==> src/shared/pxc_pkg.sv <==
// Constants and carrier types of the extended PHY control register bank.
// Assumes a single management clock domain; MDC is sampled as plain input.
package pxc_pkg;

  ////////////////////////////////////////////////////////////////////////////
  // Management frame layout
  localparam logic [5:0]  PRE_LEN    = 6'h20;   // Preamble ones before start
  localparam logic [1:0]  OP_READ    = 2'h2;
  localparam logic [1:0]  OP_WRITE   = 2'h1;
  localparam logic [5:0]  OP_LAST    = 6'h01;   // Two opcode bits
  localparam logic [5:0]  ADR_LAST   = 6'h09;   // Ten address bits
  localparam logic [5:0]  TA_LAST    = 6'h01;   // Two turnaround bits
  localparam logic [5:0]  DATA_LAST  = 6'h0f;   // Sixteen data bits

  ////////////////////////////////////////////////////////////////////////////
  // Register offsets
  localparam logic [4:0]  OFF_TENBASE   = 5'h12;
  localparam logic [4:0]  OFF_EXT_A     = 5'h13;
  localparam logic [4:0]  OFF_EXT_B     = 5'h14;
  localparam logic [4:0]  OFF_NEW_BASE  = 5'h15;  // Bank 0 words above ext B
  localparam logic [4:0]  OFF_VEND_BASE = 5'h14;  // Bank 1 vendor words
  localparam int          NEW_DEPTH     = 11;
  localparam int          VEND_DEPTH    = 12;

  ////////////////////////////////////////////////////////////////////////////
  // Field positions
  localparam int TEN_POL_INH   = 3;
  localparam int TEN_SQE_INH   = 2;
  localparam int TEN_LINK_INH  = 1;
  localparam int TEN_SQL_INH   = 0;
  localparam int TEN_JAB_INH   = 5;
  localparam int EXA_NODE      = 15;
  localparam int EXA_SPD_SRC   = 14;
  localparam int EXA_RFAULT    = 13;
  localparam int EXA_BANK_HI   = 12;
  localparam int EXA_BANK_LO   = 11;
  localparam int EXA_XOVER_EN  = 9;
  localparam int EXA_PAIR_MAN  = 8;
  localparam int EXA_TP_TRI    = 7;
  localparam int EXA_AUTO_PD   = 0;
  localparam logic [1:0] BANK_VENDOR = 2'h1;

  ////////////////////////////////////////////////////////////////////////////
  // Reset values and writable masks
  localparam logic [15:0] TEN_RESET   = 16'h0010;
  localparam logic [15:0] TEN_WR_MASK = 16'h003f;
  localparam logic [15:0] EXA_RESET   = 16'h0201;
  localparam logic [15:0] EXA_WR_MASK = 16'hdbff;
  localparam logic [15:0] EXB_RESET   = 16'h3fe9;
  localparam logic [15:0] ARR_RESET   = 16'h0000;
  localparam logic [15:0] UNMAPPED    = 16'h0000;

  ////////////////////////////////////////////////////////////////////////////
  // Carriers
  typedef struct packed {
    logic        wr;      // One-cycle write strobe
    logic [4:0]  addr;    // Register address of the frame
    logic [15:0] data;    // Write data
  } pxc_req_type;

  typedef struct packed {
    logic        polarityCorrectEn;
    logic        sqeTestInhibit;
    logic        linkLossInhibit;
    logic        squelchInhibit;
    logic        jabberInhibit;
    logic        repeaterMode;
    logic        speedFromPin;
    logic        lineTristateEnable;
    logic        autoCrossoverEnable;
    logic        manualPairAssignment;
    logic        autoPowerDown;
    logic        bank1Selected;
    logic [15:0] ledCtrl;
  } pxc_ctrl_type;

endpackage : pxc_pkg

==> src/design/pxc_ext_ctrl_regs.sv <==
// Extended control register bank of a 10/100 PHY, reached over MDC/MDIO.
// Assumes straps are stable at reset release and MDC is slow vs sys_clk.
//
// Summary of operation
// - Polarity inhibit clear lets receiver fix reversed 10Base-T polarity; resets 0.
// - Link loss inhibit set forces 10Base-T link pass; resets 0.
// - Speed source picks control speed bit or live speed pin; reset from strap.
// - Bank select 01 maps vendor words at 0x14 up, else newer words.
// - Twisted-pair tri-state set releases line drivers; resets 0.
// - Automatic power down set lets 100Base-TX power itself down; resets 1.
// - Auto crossover enable resets 1, manual pair assignment resets 0.
`timescale 1ns/1ps
module pxc_ext_ctrl_regs (
  input  wire logic               sys_clk,
  input  wire logic               nrst,
  input  wire logic               mdc,
  input  wire logic               mdioIn,
  output logic                    mdioOut,
  output logic                    mdioOe,
  input  wire logic [4:0]         phyAddr,
  input  wire logic               nodeStrap,
  input  wire logic               speedStrap,
  input  wire logic               speedPin,
  input  wire logic               ctrlSpeedBit,
  input  wire logic               remoteFault,
  input  wire logic               linkTestOk,
  input  wire logic               rxPolReversed,
  input  wire logic               rxData10,
  output logic                    rxData10Fixed,
  output logic                    link10Pass,
  output logic                    tpOutEn,
  output logic                    speed100,
  output pxc_pkg::pxc_ctrl_type   ctrlOut
);

  pxc_pkg::pxc_req_type req;
  logic [15:0]          rdData;
  logic [15:0]          ten_reg;
  logic [15:0]          extA_reg;
  logic [15:0]          extB_reg;
  logic [15:0]          newRegs_reg  [pxc_pkg::NEW_DEPTH];
  logic [15:0]          vendRegs_reg [pxc_pkg::VEND_DEPTH];
  logic                 strapDone_reg;
  logic                 rxFixed_reg;
  logic                 linkPass_reg;
  logic                 tpOutEn_reg;
  logic                 speed_reg;
  pxc_pkg::pxc_ctrl_type ctrl_reg;

  ////////////////////////////////////////////////////////////////////////////
  // Serial management engine
  pxc_mdio_slave u_mdio (
    .sys_clk (sys_clk),
    .nrst    (nrst),
    .mdc     (mdc),
    .mdioIn  (mdioIn),
    .phyAddr (phyAddr),
    .rdData  (rdData),
    .mdioOut (mdioOut),
    .mdioOe  (mdioOe),
    .req     (req)
  );

  ////////////////////////////////////////////////////////////////////////////
  // Address decode against the selected bank
  wire logic [1:0] bankSel  = extA_reg[pxc_pkg::EXA_BANK_HI:pxc_pkg::EXA_BANK_LO];
  wire logic       bank1    = bankSel == pxc_pkg::BANK_VENDOR;
  wire logic       hitTen   = req.addr == pxc_pkg::OFF_TENBASE;
  wire logic       hitExtA  = req.addr == pxc_pkg::OFF_EXT_A;
  wire logic       hitExtB  = ~bank1 & (req.addr == pxc_pkg::OFF_EXT_B);
  wire logic       hitNew   = ~bank1 & (req.addr >= pxc_pkg::OFF_NEW_BASE);
  wire logic       hitVend  = bank1 & (req.addr >= pxc_pkg::OFF_VEND_BASE);
  wire logic [4:0] newOff   = req.addr - pxc_pkg::OFF_NEW_BASE;
  wire logic [4:0] vendOff  = req.addr - pxc_pkg::OFF_VEND_BASE;
  wire logic [3:0] newIdx   = newOff[3:0];
  wire logic [3:0] vendIdx  = vendOff[3:0];

  // Readback; read-only fields show live state, reserved bits read zero
  wire logic [15:0] tenRd   = ten_reg & pxc_pkg::TEN_WR_MASK;
  wire logic [15:0] extARd  = (extA_reg & pxc_pkg::EXA_WR_MASK)
                              | ({15'h0000, remoteFault} << pxc_pkg::EXA_RFAULT);
  assign rdData = hitTen  ? tenRd :
                  hitExtA ? extARd :
                  hitExtB ? extB_reg :
                  hitNew  ? newRegs_reg[newIdx] :
                  hitVend ? vendRegs_reg[vendIdx] :
                  pxc_pkg::UNMAPPED;

  // Write data merged under the writable masks
  wire logic [15:0] tenNext  = (req.data & pxc_pkg::TEN_WR_MASK)
                               | (ten_reg & ~pxc_pkg::TEN_WR_MASK);
  wire logic [15:0] extANext = (req.data & pxc_pkg::EXA_WR_MASK)
                               | (extA_reg & ~pxc_pkg::EXA_WR_MASK);

  ////////////////////////////////////////////////////////////////////////////
  // Operations and extended control A registers
  always_ff @(posedge sys_clk) begin
    if (!nrst) begin
      ten_reg       <= pxc_pkg::TEN_RESET;
      extA_reg      <= pxc_pkg::EXA_RESET;
      strapDone_reg <= 1'b0;
    end else begin
      strapDone_reg <= 1'b1;
      if (req.wr && hitTen) begin
        ten_reg <= tenNext;
      end
      if (req.wr && hitExtA) begin
        extA_reg <= extANext;
      end else if (!strapDone_reg) begin
        // Straps caught on the first edge after release, not in reset
        extA_reg[pxc_pkg::EXA_NODE]    <= nodeStrap;
        extA_reg[pxc_pkg::EXA_SPD_SRC] <= speedStrap;
      end
    end
  end

  ////////////////////////////////////////////////////////////////////////////
  // Banked storage; each bank keeps its own words across bank switches
  always_ff @(posedge sys_clk) begin
    if (!nrst) begin
      extB_reg <= pxc_pkg::EXB_RESET;
      for (int i = 0; i < pxc_pkg::NEW_DEPTH; i++) begin
        newRegs_reg[i] <= pxc_pkg::ARR_RESET;
      end
      for (int i = 0; i < pxc_pkg::VEND_DEPTH; i++) begin
        vendRegs_reg[i] <= pxc_pkg::ARR_RESET;
      end
    end else if (req.wr) begin
      if (hitExtB) begin
        extB_reg <= req.data;
      end
      if (hitNew) begin
        newRegs_reg[newIdx] <= req.data;
      end
      if (hitVend) begin
        vendRegs_reg[vendIdx] <= req.data;
      end
    end
  end

  ////////////////////////////////////////////////////////////////////////////
  // Core-facing controls derived from the fields
  wire logic polCorrect = ~ten_reg[pxc_pkg::TEN_POL_INH];
  wire logic linkInh    = ten_reg[pxc_pkg::TEN_LINK_INH];
  wire logic spdFromPin = extA_reg[pxc_pkg::EXA_SPD_SRC];
  wire logic line_tristate_enable      = extA_reg[pxc_pkg::EXA_TP_TRI];
  pxc_pkg::pxc_ctrl_type ctrlNext;
  assign ctrlNext.polarityCorrectEn    = polCorrect;
  assign ctrlNext.sqeTestInhibit       = ten_reg[pxc_pkg::TEN_SQE_INH];
  assign ctrlNext.linkLossInhibit      = linkInh;
  assign ctrlNext.squelchInhibit       = ten_reg[pxc_pkg::TEN_SQL_INH];
  assign ctrlNext.jabberInhibit        = ten_reg[pxc_pkg::TEN_JAB_INH];
  assign ctrlNext.repeaterMode         = extA_reg[pxc_pkg::EXA_NODE];
  assign ctrlNext.speedFromPin         = spdFromPin;
  assign ctrlNext.lineTristateEnable   = line_tristate_enable;
  assign ctrlNext.autoCrossoverEnable  = extA_reg[pxc_pkg::EXA_XOVER_EN];
  assign ctrlNext.manualPairAssignment = extA_reg[pxc_pkg::EXA_PAIR_MAN];
  assign ctrlNext.autoPowerDown        = extA_reg[pxc_pkg::EXA_AUTO_PD];
  assign ctrlNext.bank1Selected        = bank1;
  assign ctrlNext.ledCtrl              = extB_reg;

  // Datapath effects; one register stage keeps outputs glitch free
  wire logic rxFixedNext = (polCorrect & rxPolReversed) ? ~rxData10 : rxData10;
  wire logic linkNext    = linkInh | linkTestOk;
  wire logic speedNext   = spdFromPin ? speedPin : ctrlSpeedBit;

  always_ff @(posedge sys_clk) begin
    if (!nrst) begin
      ctrl_reg     <= '0;
      rxFixed_reg  <= 1'b0;
      linkPass_reg <= 1'b0;
      tpOutEn_reg  <= 1'b0;
      speed_reg    <= 1'b0;
    end else begin
      ctrl_reg     <= ctrlNext;
      rxFixed_reg  <= rxFixedNext;
      linkPass_reg <= linkNext;
      tpOutEn_reg  <= ~line_tristate_enable;
      speed_reg    <= speedNext;
    end
  end

  assign ctrlOut       = ctrl_reg;
  assign rxData10Fixed = rxFixed_reg;
  assign link10Pass    = linkPass_reg;
  assign tpOutEn       = tpOutEn_reg;
  assign speed100      = speed_reg;

endmodule : pxc_ext_ctrl_regs

==> src/design/pxc_mdio_slave.sv <==
// Serial management frame engine: decodes preamble, start, opcode,
// addresses, turnaround and data, and drives read data back.
// Assumes MDC is synchronous to sys_clk and much slower than it.
`timescale 1ns/1ps
module pxc_mdio_slave (
  input  wire logic               sys_clk,
  input  wire logic               nrst,
  input  wire logic               mdc,
  input  wire logic               mdioIn,
  input  wire logic [4:0]         phyAddr,
  input  wire logic [15:0]        rdData,
  output logic                    mdioOut,
  output logic                    mdioOe,
  output pxc_pkg::pxc_req_type    req
);

  typedef enum logic [2:0] {S_PRE, S_ST, S_OP, S_ADR, S_TA, S_DAT} pxc_state_type;

  pxc_state_type state_reg;
  logic          mdcPrev_reg;
  logic [5:0]    cnt_reg;
  logic [15:0]   sh_reg;
  logic [15:0]   rdSh_reg;
  logic          isRead_reg;
  logic [4:0]    addr_reg;
  logic          wr_reg;
  logic [15:0]   wrData_reg;
  logic          out_reg;
  logic          oe_reg;

  ////////////////////////////////////////////////////////////////////////////
  // Decoding of the sampled bits
  wire logic        mdcRise   = mdc & ~mdcPrev_reg;
  wire logic [11:0] frame     = {sh_reg[10:0], mdioIn};
  wire logic [1:0]  frameOp   = frame[11:10];
  wire logic        phyMatch  = frame[9:5] == phyAddr;
  wire logic        opValid   = (frameOp == pxc_pkg::OP_READ) | (frameOp == pxc_pkg::OP_WRITE);
  wire logic [5:0]  cntInc    = cnt_reg + 6'h01;
  wire logic [15:0] shNext    = {sh_reg[14:0], mdioIn};

  // Outputs straight from flip-flops
  assign mdioOut  = out_reg;
  assign mdioOe   = oe_reg;
  assign req.wr   = wr_reg;
  assign req.addr = addr_reg;
  assign req.data = wrData_reg;

  ////////////////////////////////////////////////////////////////////////////
  // Frame sequencer, advancing on each MDC rising edge
  always_ff @(posedge sys_clk) begin
    if (!nrst) begin
      state_reg   <= S_PRE;
      mdcPrev_reg <= 1'b0;
      cnt_reg     <= 6'h00;
      sh_reg      <= 16'h0000;
      rdSh_reg    <= 16'h0000;
      isRead_reg  <= 1'b0;
      addr_reg    <= 5'h00;
      wr_reg      <= 1'b0;
      wrData_reg  <= 16'h0000;
      out_reg     <= 1'b0;
      oe_reg      <= 1'b0;
    end else begin
      mdcPrev_reg <= mdc;
      wr_reg      <= 1'b0;
      if (mdcRise) begin
        case (state_reg)
          S_PRE: begin
            // Any zero before a full preamble restarts the count
            if (mdioIn) begin
              cnt_reg <= (cnt_reg == pxc_pkg::PRE_LEN) ? cnt_reg : cntInc;
            end else if (cnt_reg == pxc_pkg::PRE_LEN) begin
              state_reg <= S_ST;
              cnt_reg   <= 6'h00;
            end else begin
              cnt_reg <= 6'h00;
            end
          end
          S_ST: begin
            state_reg <= mdioIn ? S_OP : S_PRE;
          end
          S_OP: begin
            sh_reg    <= shNext;
            cnt_reg   <= (cnt_reg == pxc_pkg::OP_LAST) ? 6'h00 : cntInc;
            state_reg <= (cnt_reg == pxc_pkg::OP_LAST) ? S_ADR : S_OP;
          end
          S_ADR: begin
            sh_reg  <= shNext;
            cnt_reg <= cntInc;
            if (cnt_reg == pxc_pkg::ADR_LAST) begin
              // Frames for another address are ignored until next preamble
              cnt_reg    <= 6'h00;
              isRead_reg <= frameOp == pxc_pkg::OP_READ;
              addr_reg   <= frame[4:0];
              state_reg  <= (phyMatch & opValid) ? S_TA : S_PRE;
            end
          end
          S_TA: begin
            cnt_reg <= cntInc;
            if (cnt_reg != pxc_pkg::TA_LAST) begin
              // Drive the zero turnaround bit and capture read data
              oe_reg   <= isRead_reg;
              out_reg  <= 1'b0;
              rdSh_reg <= rdData;
            end else begin
              cnt_reg   <= 6'h00;
              state_reg <= S_DAT;
              out_reg   <= rdSh_reg[15];
              rdSh_reg  <= {rdSh_reg[14:0], 1'b0};
            end
          end
          S_DAT: begin
            cnt_reg  <= cntInc;
            sh_reg   <= shNext;
            out_reg  <= rdSh_reg[15];
            rdSh_reg <= {rdSh_reg[14:0], 1'b0};
            if (cnt_reg == pxc_pkg::DATA_LAST) begin
              cnt_reg    <= 6'h00;
              state_reg  <= S_PRE;
              oe_reg     <= 1'b0;
              wr_reg     <= ~isRead_reg;
              wrData_reg <= shNext;
            end
          end
          default: begin
            state_reg <= S_PRE;
          end
        endcase
      end
    end
  end

endmodule : pxc_mdio_slave

==> config.mk <==
export PLATFORM = sky130hd
export DESIGN_NAME = pxc_ext_ctrl_regs
export DESIGN_NICKNAME = d
export VERILOG_FILES = /design/src/shared/pxc_pkg.sv /design/src/design/pxc_ext_ctrl_regs.sv /design/src/design/pxc_mdio_slave.sv
export SDC_FILE = /design/constraint.sdc
export NUM_CORES = 1
export LEC_CHECK = 0
export ABC_AREA = 1
export BUFFER_PORTS_ARGS = -buffer_cell sky130_fd_sc_hd__buf_4
export CORE_MARGIN = 5
export CORE_UTILIZATION = 28
export DETAILED_ROUTE_END_ITERATION = 8
export GPL_TIMING_DRIVEN = 0
export MAX_ROUTING_LAYER = met4
export PLACE_DENSITY = 0.51
export SYNTH_ARGS = -nofsm -noshare
export SYNTH_HDL_FRONTEND = slang
export SYNTH_SLANG_ARGS = --single-unit
==> constraint.sdc <==
create_clock -name sys_clk -period 9.4 [get_ports sys_clk]
set_input_delay 1.88 -clock sys_clk [delete_from_list [all_inputs] [get_ports sys_clk]]
set_output_delay 1.88 -clock sys_clk [all_outputs]
set_load 0.02 [all_outputs]
Yosys cells after proc, flatten, opt, wreduce, memory -nomap -nowiden
Memory sizes are Yosys's and may differ from the RTL's.
Cells that the tools add are included.
W data, S select, Z words.

word-level totals
  flip-flop bits (word level) = 147
  RAM bits = 368
  bits of input ports = 17
  output and inout port bits = 34
  logic and storage cells = 147
  memories = 2

memories
  name          depth  width  rd ports  clocked after memory_dff  write ports  line                     text
  vendRegs_reg  12     16     1         0                         12           pxc_ext_ctrl_regs.sv:42  logic [15:0] vendRegs_reg [pxc_pkg::VEND_DEPTH];
  newRegs_reg   11     16     1         0                         11           pxc_ext_ctrl_regs.sv:41  logic [15:0] newRegs_reg [pxc_pkg::NEW_DEPTH];

cells by class
  add/sub/neg operators = 3
  magnitude comparators = 2
  equal/unequal tests = 25
  multiplexer cells = 48
  bitwise logic cells = 17
  reductions and logical operators = 17

operators with widths
  cell                   count
  $mux W16               8
  $mux W6                6
  $or A16 B14 Y16        2
  $pmux W16 S2           1
  $reduce_or A16 Y1      2
  $pmux W6 S5            1
  $mux W1                18
  $mux W3                6
  $pmux W3 S6            1
  $or A6 B16 Y16         1
  $eq A5 B5 Y1 const B   3
  $eq A6 B4 Y1 const B   2
  $ge A5 B5 Y1 const B   2
  $ne A2 B1 Y1 const B   5
  $reduce_and A3 Y1      3
  $mux W4                2
  $reduce_and A4 Y1      2
  $sub A4 B3 Y4 const B  2
  $add A6 B1 Y6 const B  1
  $and A1 B1 Y1          6
  $eq A3 B2 Y1 const B   2
  $eq A3 B3 Y1 const B   2
  $eq A6 B1 Y1 const B   1
  $eq A6 B6 Y1 const B   1
  other kinds (18)       32

Longest topological paths before layout
  depth in word-level cells = 9
  mapped depth = 20
  gate-level depth less buffers = 16

Cells and area by module
A second synthesis with hierarchy kept.

unflattened totals
  cells, all modules = 3048
  area total of the unflattened synthesis = 28352.2 um^2

by module, submodules not included
  module             instances  cells an instance  area each (um^2)
  pxc_ext_ctrl_regs  1          2621               25298.0
  pxc_mdio_slave     1          427                3054.2

Worst setup path after synthesis
Ideal clock, no wire load.

  path kind = input to register
  start = input nrst
  end = memory newRegs_reg[13][0] (enable)
  setup time = 0.409 ns
  arrival time = 3.791 ns
  setup slack = 5.200 ns
  cell stages on the path = 6
  cells stage by stage = clkbuf_1 nand2_1 nor2_4 inv_4 buf_2 nor3_1

RTL lines
  item                line                     text
  start: declaration  pxc_ext_ctrl_regs.sv:15  input wire logic nrst,
  end: declaration    pxc_ext_ctrl_regs.sv:41

==> reports/metrics.yaml <==
timing:
  timing_worst_slew_pin_value_ps: 1130
  max_freq_ghz: 0.202
  slew_headroom_pct: 24.7
  min_period_ps: 4940
  setup-violations-final: 0
  final.setup.worst_slack_ps: 4460
  rsz0062_at_grt: "no"
  finalHoldViolations: 0
  timing.hold.ws_ps: 446
  fin_worst_skew_ps: 23.7
  period_share_pct: 52.6
  tns_ps: 0
  maxSlewViolCount: 0
critical_path:
  worst-endpoint-arrival_ps: 5170
  path_depth: 12
  reg2reg_depth: 12
  r2r_start: "u_mdio.addr_reg[1]$_SDFFE_PN0P_"
  critPathCapture: "newRegs_reg[6][3]$_SDFFCE_PN0P_"
  crit_fanout: 16
  critPathMaxStageDelay_ps: 800
  crit_buf_inv: 8
  crit_family: "buffers and inverters"
  r2r_setup_slack_ps: 4460
  critical_path_class: "reg -> reg"
  timing.rr.end: "newRegs_reg[6][3]$_SDFFCE_PN0P_"
  worstPathCellList: "inv_1 > buf_2 > buf_1 > ha_1 > buf_2 > inv_2 > clkbuf_1 > nand2_2 > inv_1 > nand2_2 > buf_2 > nand2_1"
  start_kind: "register"
  required_ps: 9630
  critPathLaunch: "u_mdio.addr_reg[1]$_SDFFE_PN0P_"
  slowest_stage: "buf_1"
  crit_path_end_kind: "register"
  cp_common_cell: "buf_2"
final_layout:
  syn2layout_area_growth_pct: 15.8
  final_cell_count_no_fill: 4407
  layout_commonest_cell: "nand2_1"
  num_antenna_cells: 0
  final_area_um2: 32500
  drive_gt1_share_pct: 10.5
  final_util_pct: 32.5
  nets: 3081
  final_cell_mix: "nand2_1 (613), edfxtp_1 (496), nor2_1 (495)"
logic_synthesis:
  syn_avg_cell_area_um2: 9.62
  syn_area_um2: 28100
  yosys_register_bits: 647
  ys.flop_type: "edfxtp_1"
  synthArstFlopShare_pct: 0
  synth_edf_count: 496
  yosys-top-cells-area: "edfxtp_1 (53%), dfxtp_1 (11%), nand2_1 (8.2%)"
  synth_top_area_cell: "edfxtp_1"
  yosysWarnings: 0
  synthCells: 2916
  synth-seq-area-share_pct: 63.9
  syn_nets: 2946
  synth_top_area_share_pct: 53.1
  synth_cell_type_count: 40
routing:
  viasPerCell: 5.05
  drtIter0Drc: 2379
  totalWireLength_um: 103000
  drc_errors: 0
  dr.pass1.iters: 6
  antenna_left: 0
  wl_per_cell_um: 23.4
  via_count: 22200
cts:
  cts_resized: 0
  cts_root_buf: "clkbuf_16"
  cts_hold_buffers: 0
  cts_buffer_depth: 3
  cts_inserted_buffers: 73
  cts_tree: "yes"
  h-tree-depth: 3
  clock-sinks: 647
  cts.clk_slew.worst_paths_ps: 60
  clkLatencyLatePin_ps: 620
  cts_setup_buffers: 0
placement:
  place_ws_ps: 4350
  placed_area_um2: 30200
  place_congestion: 0.952
  dp_hpwl_um: 71200
  placed_cells: 4274
  portBuffers: 50
floorplan:
  ioPinCount: 51
  start_util_pct: 28.1
  rows: 116
  die_width_um: 327
  die_y_um: 327
  fp.coreArea_um2: 99900
  die_area_um2: 107000
pwr:
  max-vdd-ir-drop_v: 0.000111
  power_mw: 6.02
  pwr_density_cell_nw_per_um2: 185
  leakagePower_nw: 11.9
global_routing:
  grt_use_total_pct: 19.3
  grt_max_degree: 17
  grt_overflow: 0
  grt_pass1_vias: 21000
  antenna_found_initial: 0
  grt_pass1_wl_um: 147000
worst_hold_path:
  min_path_type: "reg -> reg"
  min_from: "ten_reg[3]$_SDFFE_PN0P_"
flow_run:
  cap_violations: 0
run_status:
  outcome: "finished clean"
[area by class of cell]
cell class | instances | area (um^2)
fill | 10400 | 67400
clock buffer | 108 | 2140
inverter | 158 | 601
buffer | 184 | 957
timing repair buffer | 60 | 531
sequential | 647 | 17900
clock inverter | 25 | 121
multi-input combinational | 1927 | 8620
tap | 1298 | 1620
[logic make-up after synthesis]
kind of cell | synth area share (%)
AOI/OAI and AO/OA | 6.99
xor gates and xnor gates | 0.156
adders and majority gates | 0.580
buffers and inverters | 5.55
DFF | 63.9
and+or+nand+nor | 22.9
[worst min-delay path by stage]
| stage | depth (start not counted) | slack (ps) | to |
|---|---|---|---|
| finish | 1 | 450 | ctrlOut[27]$_SDFF_PN0_ |
| detailed placement | 1 | 430 | ctrlOut[27]$_SDFF_PN0_ |
| global placement | 1 | 430 | ctrlOut[27]$_SDFF_PN0_ |
| floorplan | 2 | 410 | ctrlOut[10]$_SDFF_PN0_ |
| CTS | 1 | 450 | ctrlOut[27]$_SDFF_PN0_ |
| global route | 1 | 460 | ctrlOut[27]$_SDFF_PN0_ |
[synthesized netlist by cell type (2+ instances only)]
| library cell | count |
|---|---|
| o22ai_1 | 5 |
| nor4_1 | 2 |
| buf_4 | 12 |
| ha_1 | 13 |
| edfxtp_1 | 496 |
| nor2_2 | 2 |
| nor2_4 | 8 |
| dfxtp_1 | 151 |
| inv_1 | 129 |
| a211oi_1 | 4 |
| nor3_1 | 15 |
| buf_2 | 68 |
| clkinv_1 | 9 |
| o211ai_1 | 21 |
| buf_1 | 13 |
| a21oi_1 | 154 |
| nand2_1 | 613 |
| o21ai_0 | 174 |
| clkbuf_1 | 72 |
| inv_2 | 17 |
| nand2_2 | 26 |
| nor2_1 | 503 |
| a22oi_1 | 5 |
| buf_6 | 18 |
| inv_4 | 3 |
| xor2_1 | 5 |
| nand3_1 | 365 |
[worst reg2reg max path: cells and delay by family, from the launching register on]
family / cells / cell delay, ps
adder cells (fa/ha/maj): 1 / 410
buffers and inverters: 8 / 2660
flip-flops: 1 / 340
AND/OR/NAND/NOR: 3 / 1140
[power by group]
group,internal [mW],total (mW),switching (mW),leakage (nW)
logic,0.0326,0.133,0.100,4.63
registers,3.12,3.14,0.0176,6.20
clock network,1.57,2.74,1.17,1.10
[per-layer routing]
| metal | global-route usage, % | up-vias | wire (um) |
|---|---|---|---|
| met5 | - | - | 0 |
| met4 | 7.23 | 0 | 4330 |
| met3 | 3.53 | 206 | 8540 |
| met2 | 29.5 | 1021 | 46800 |
| met1 | 25.6 | 10900 | 43300 |
| li1 | - | 10100 | - |
Power figures use the tool's default switching activity.
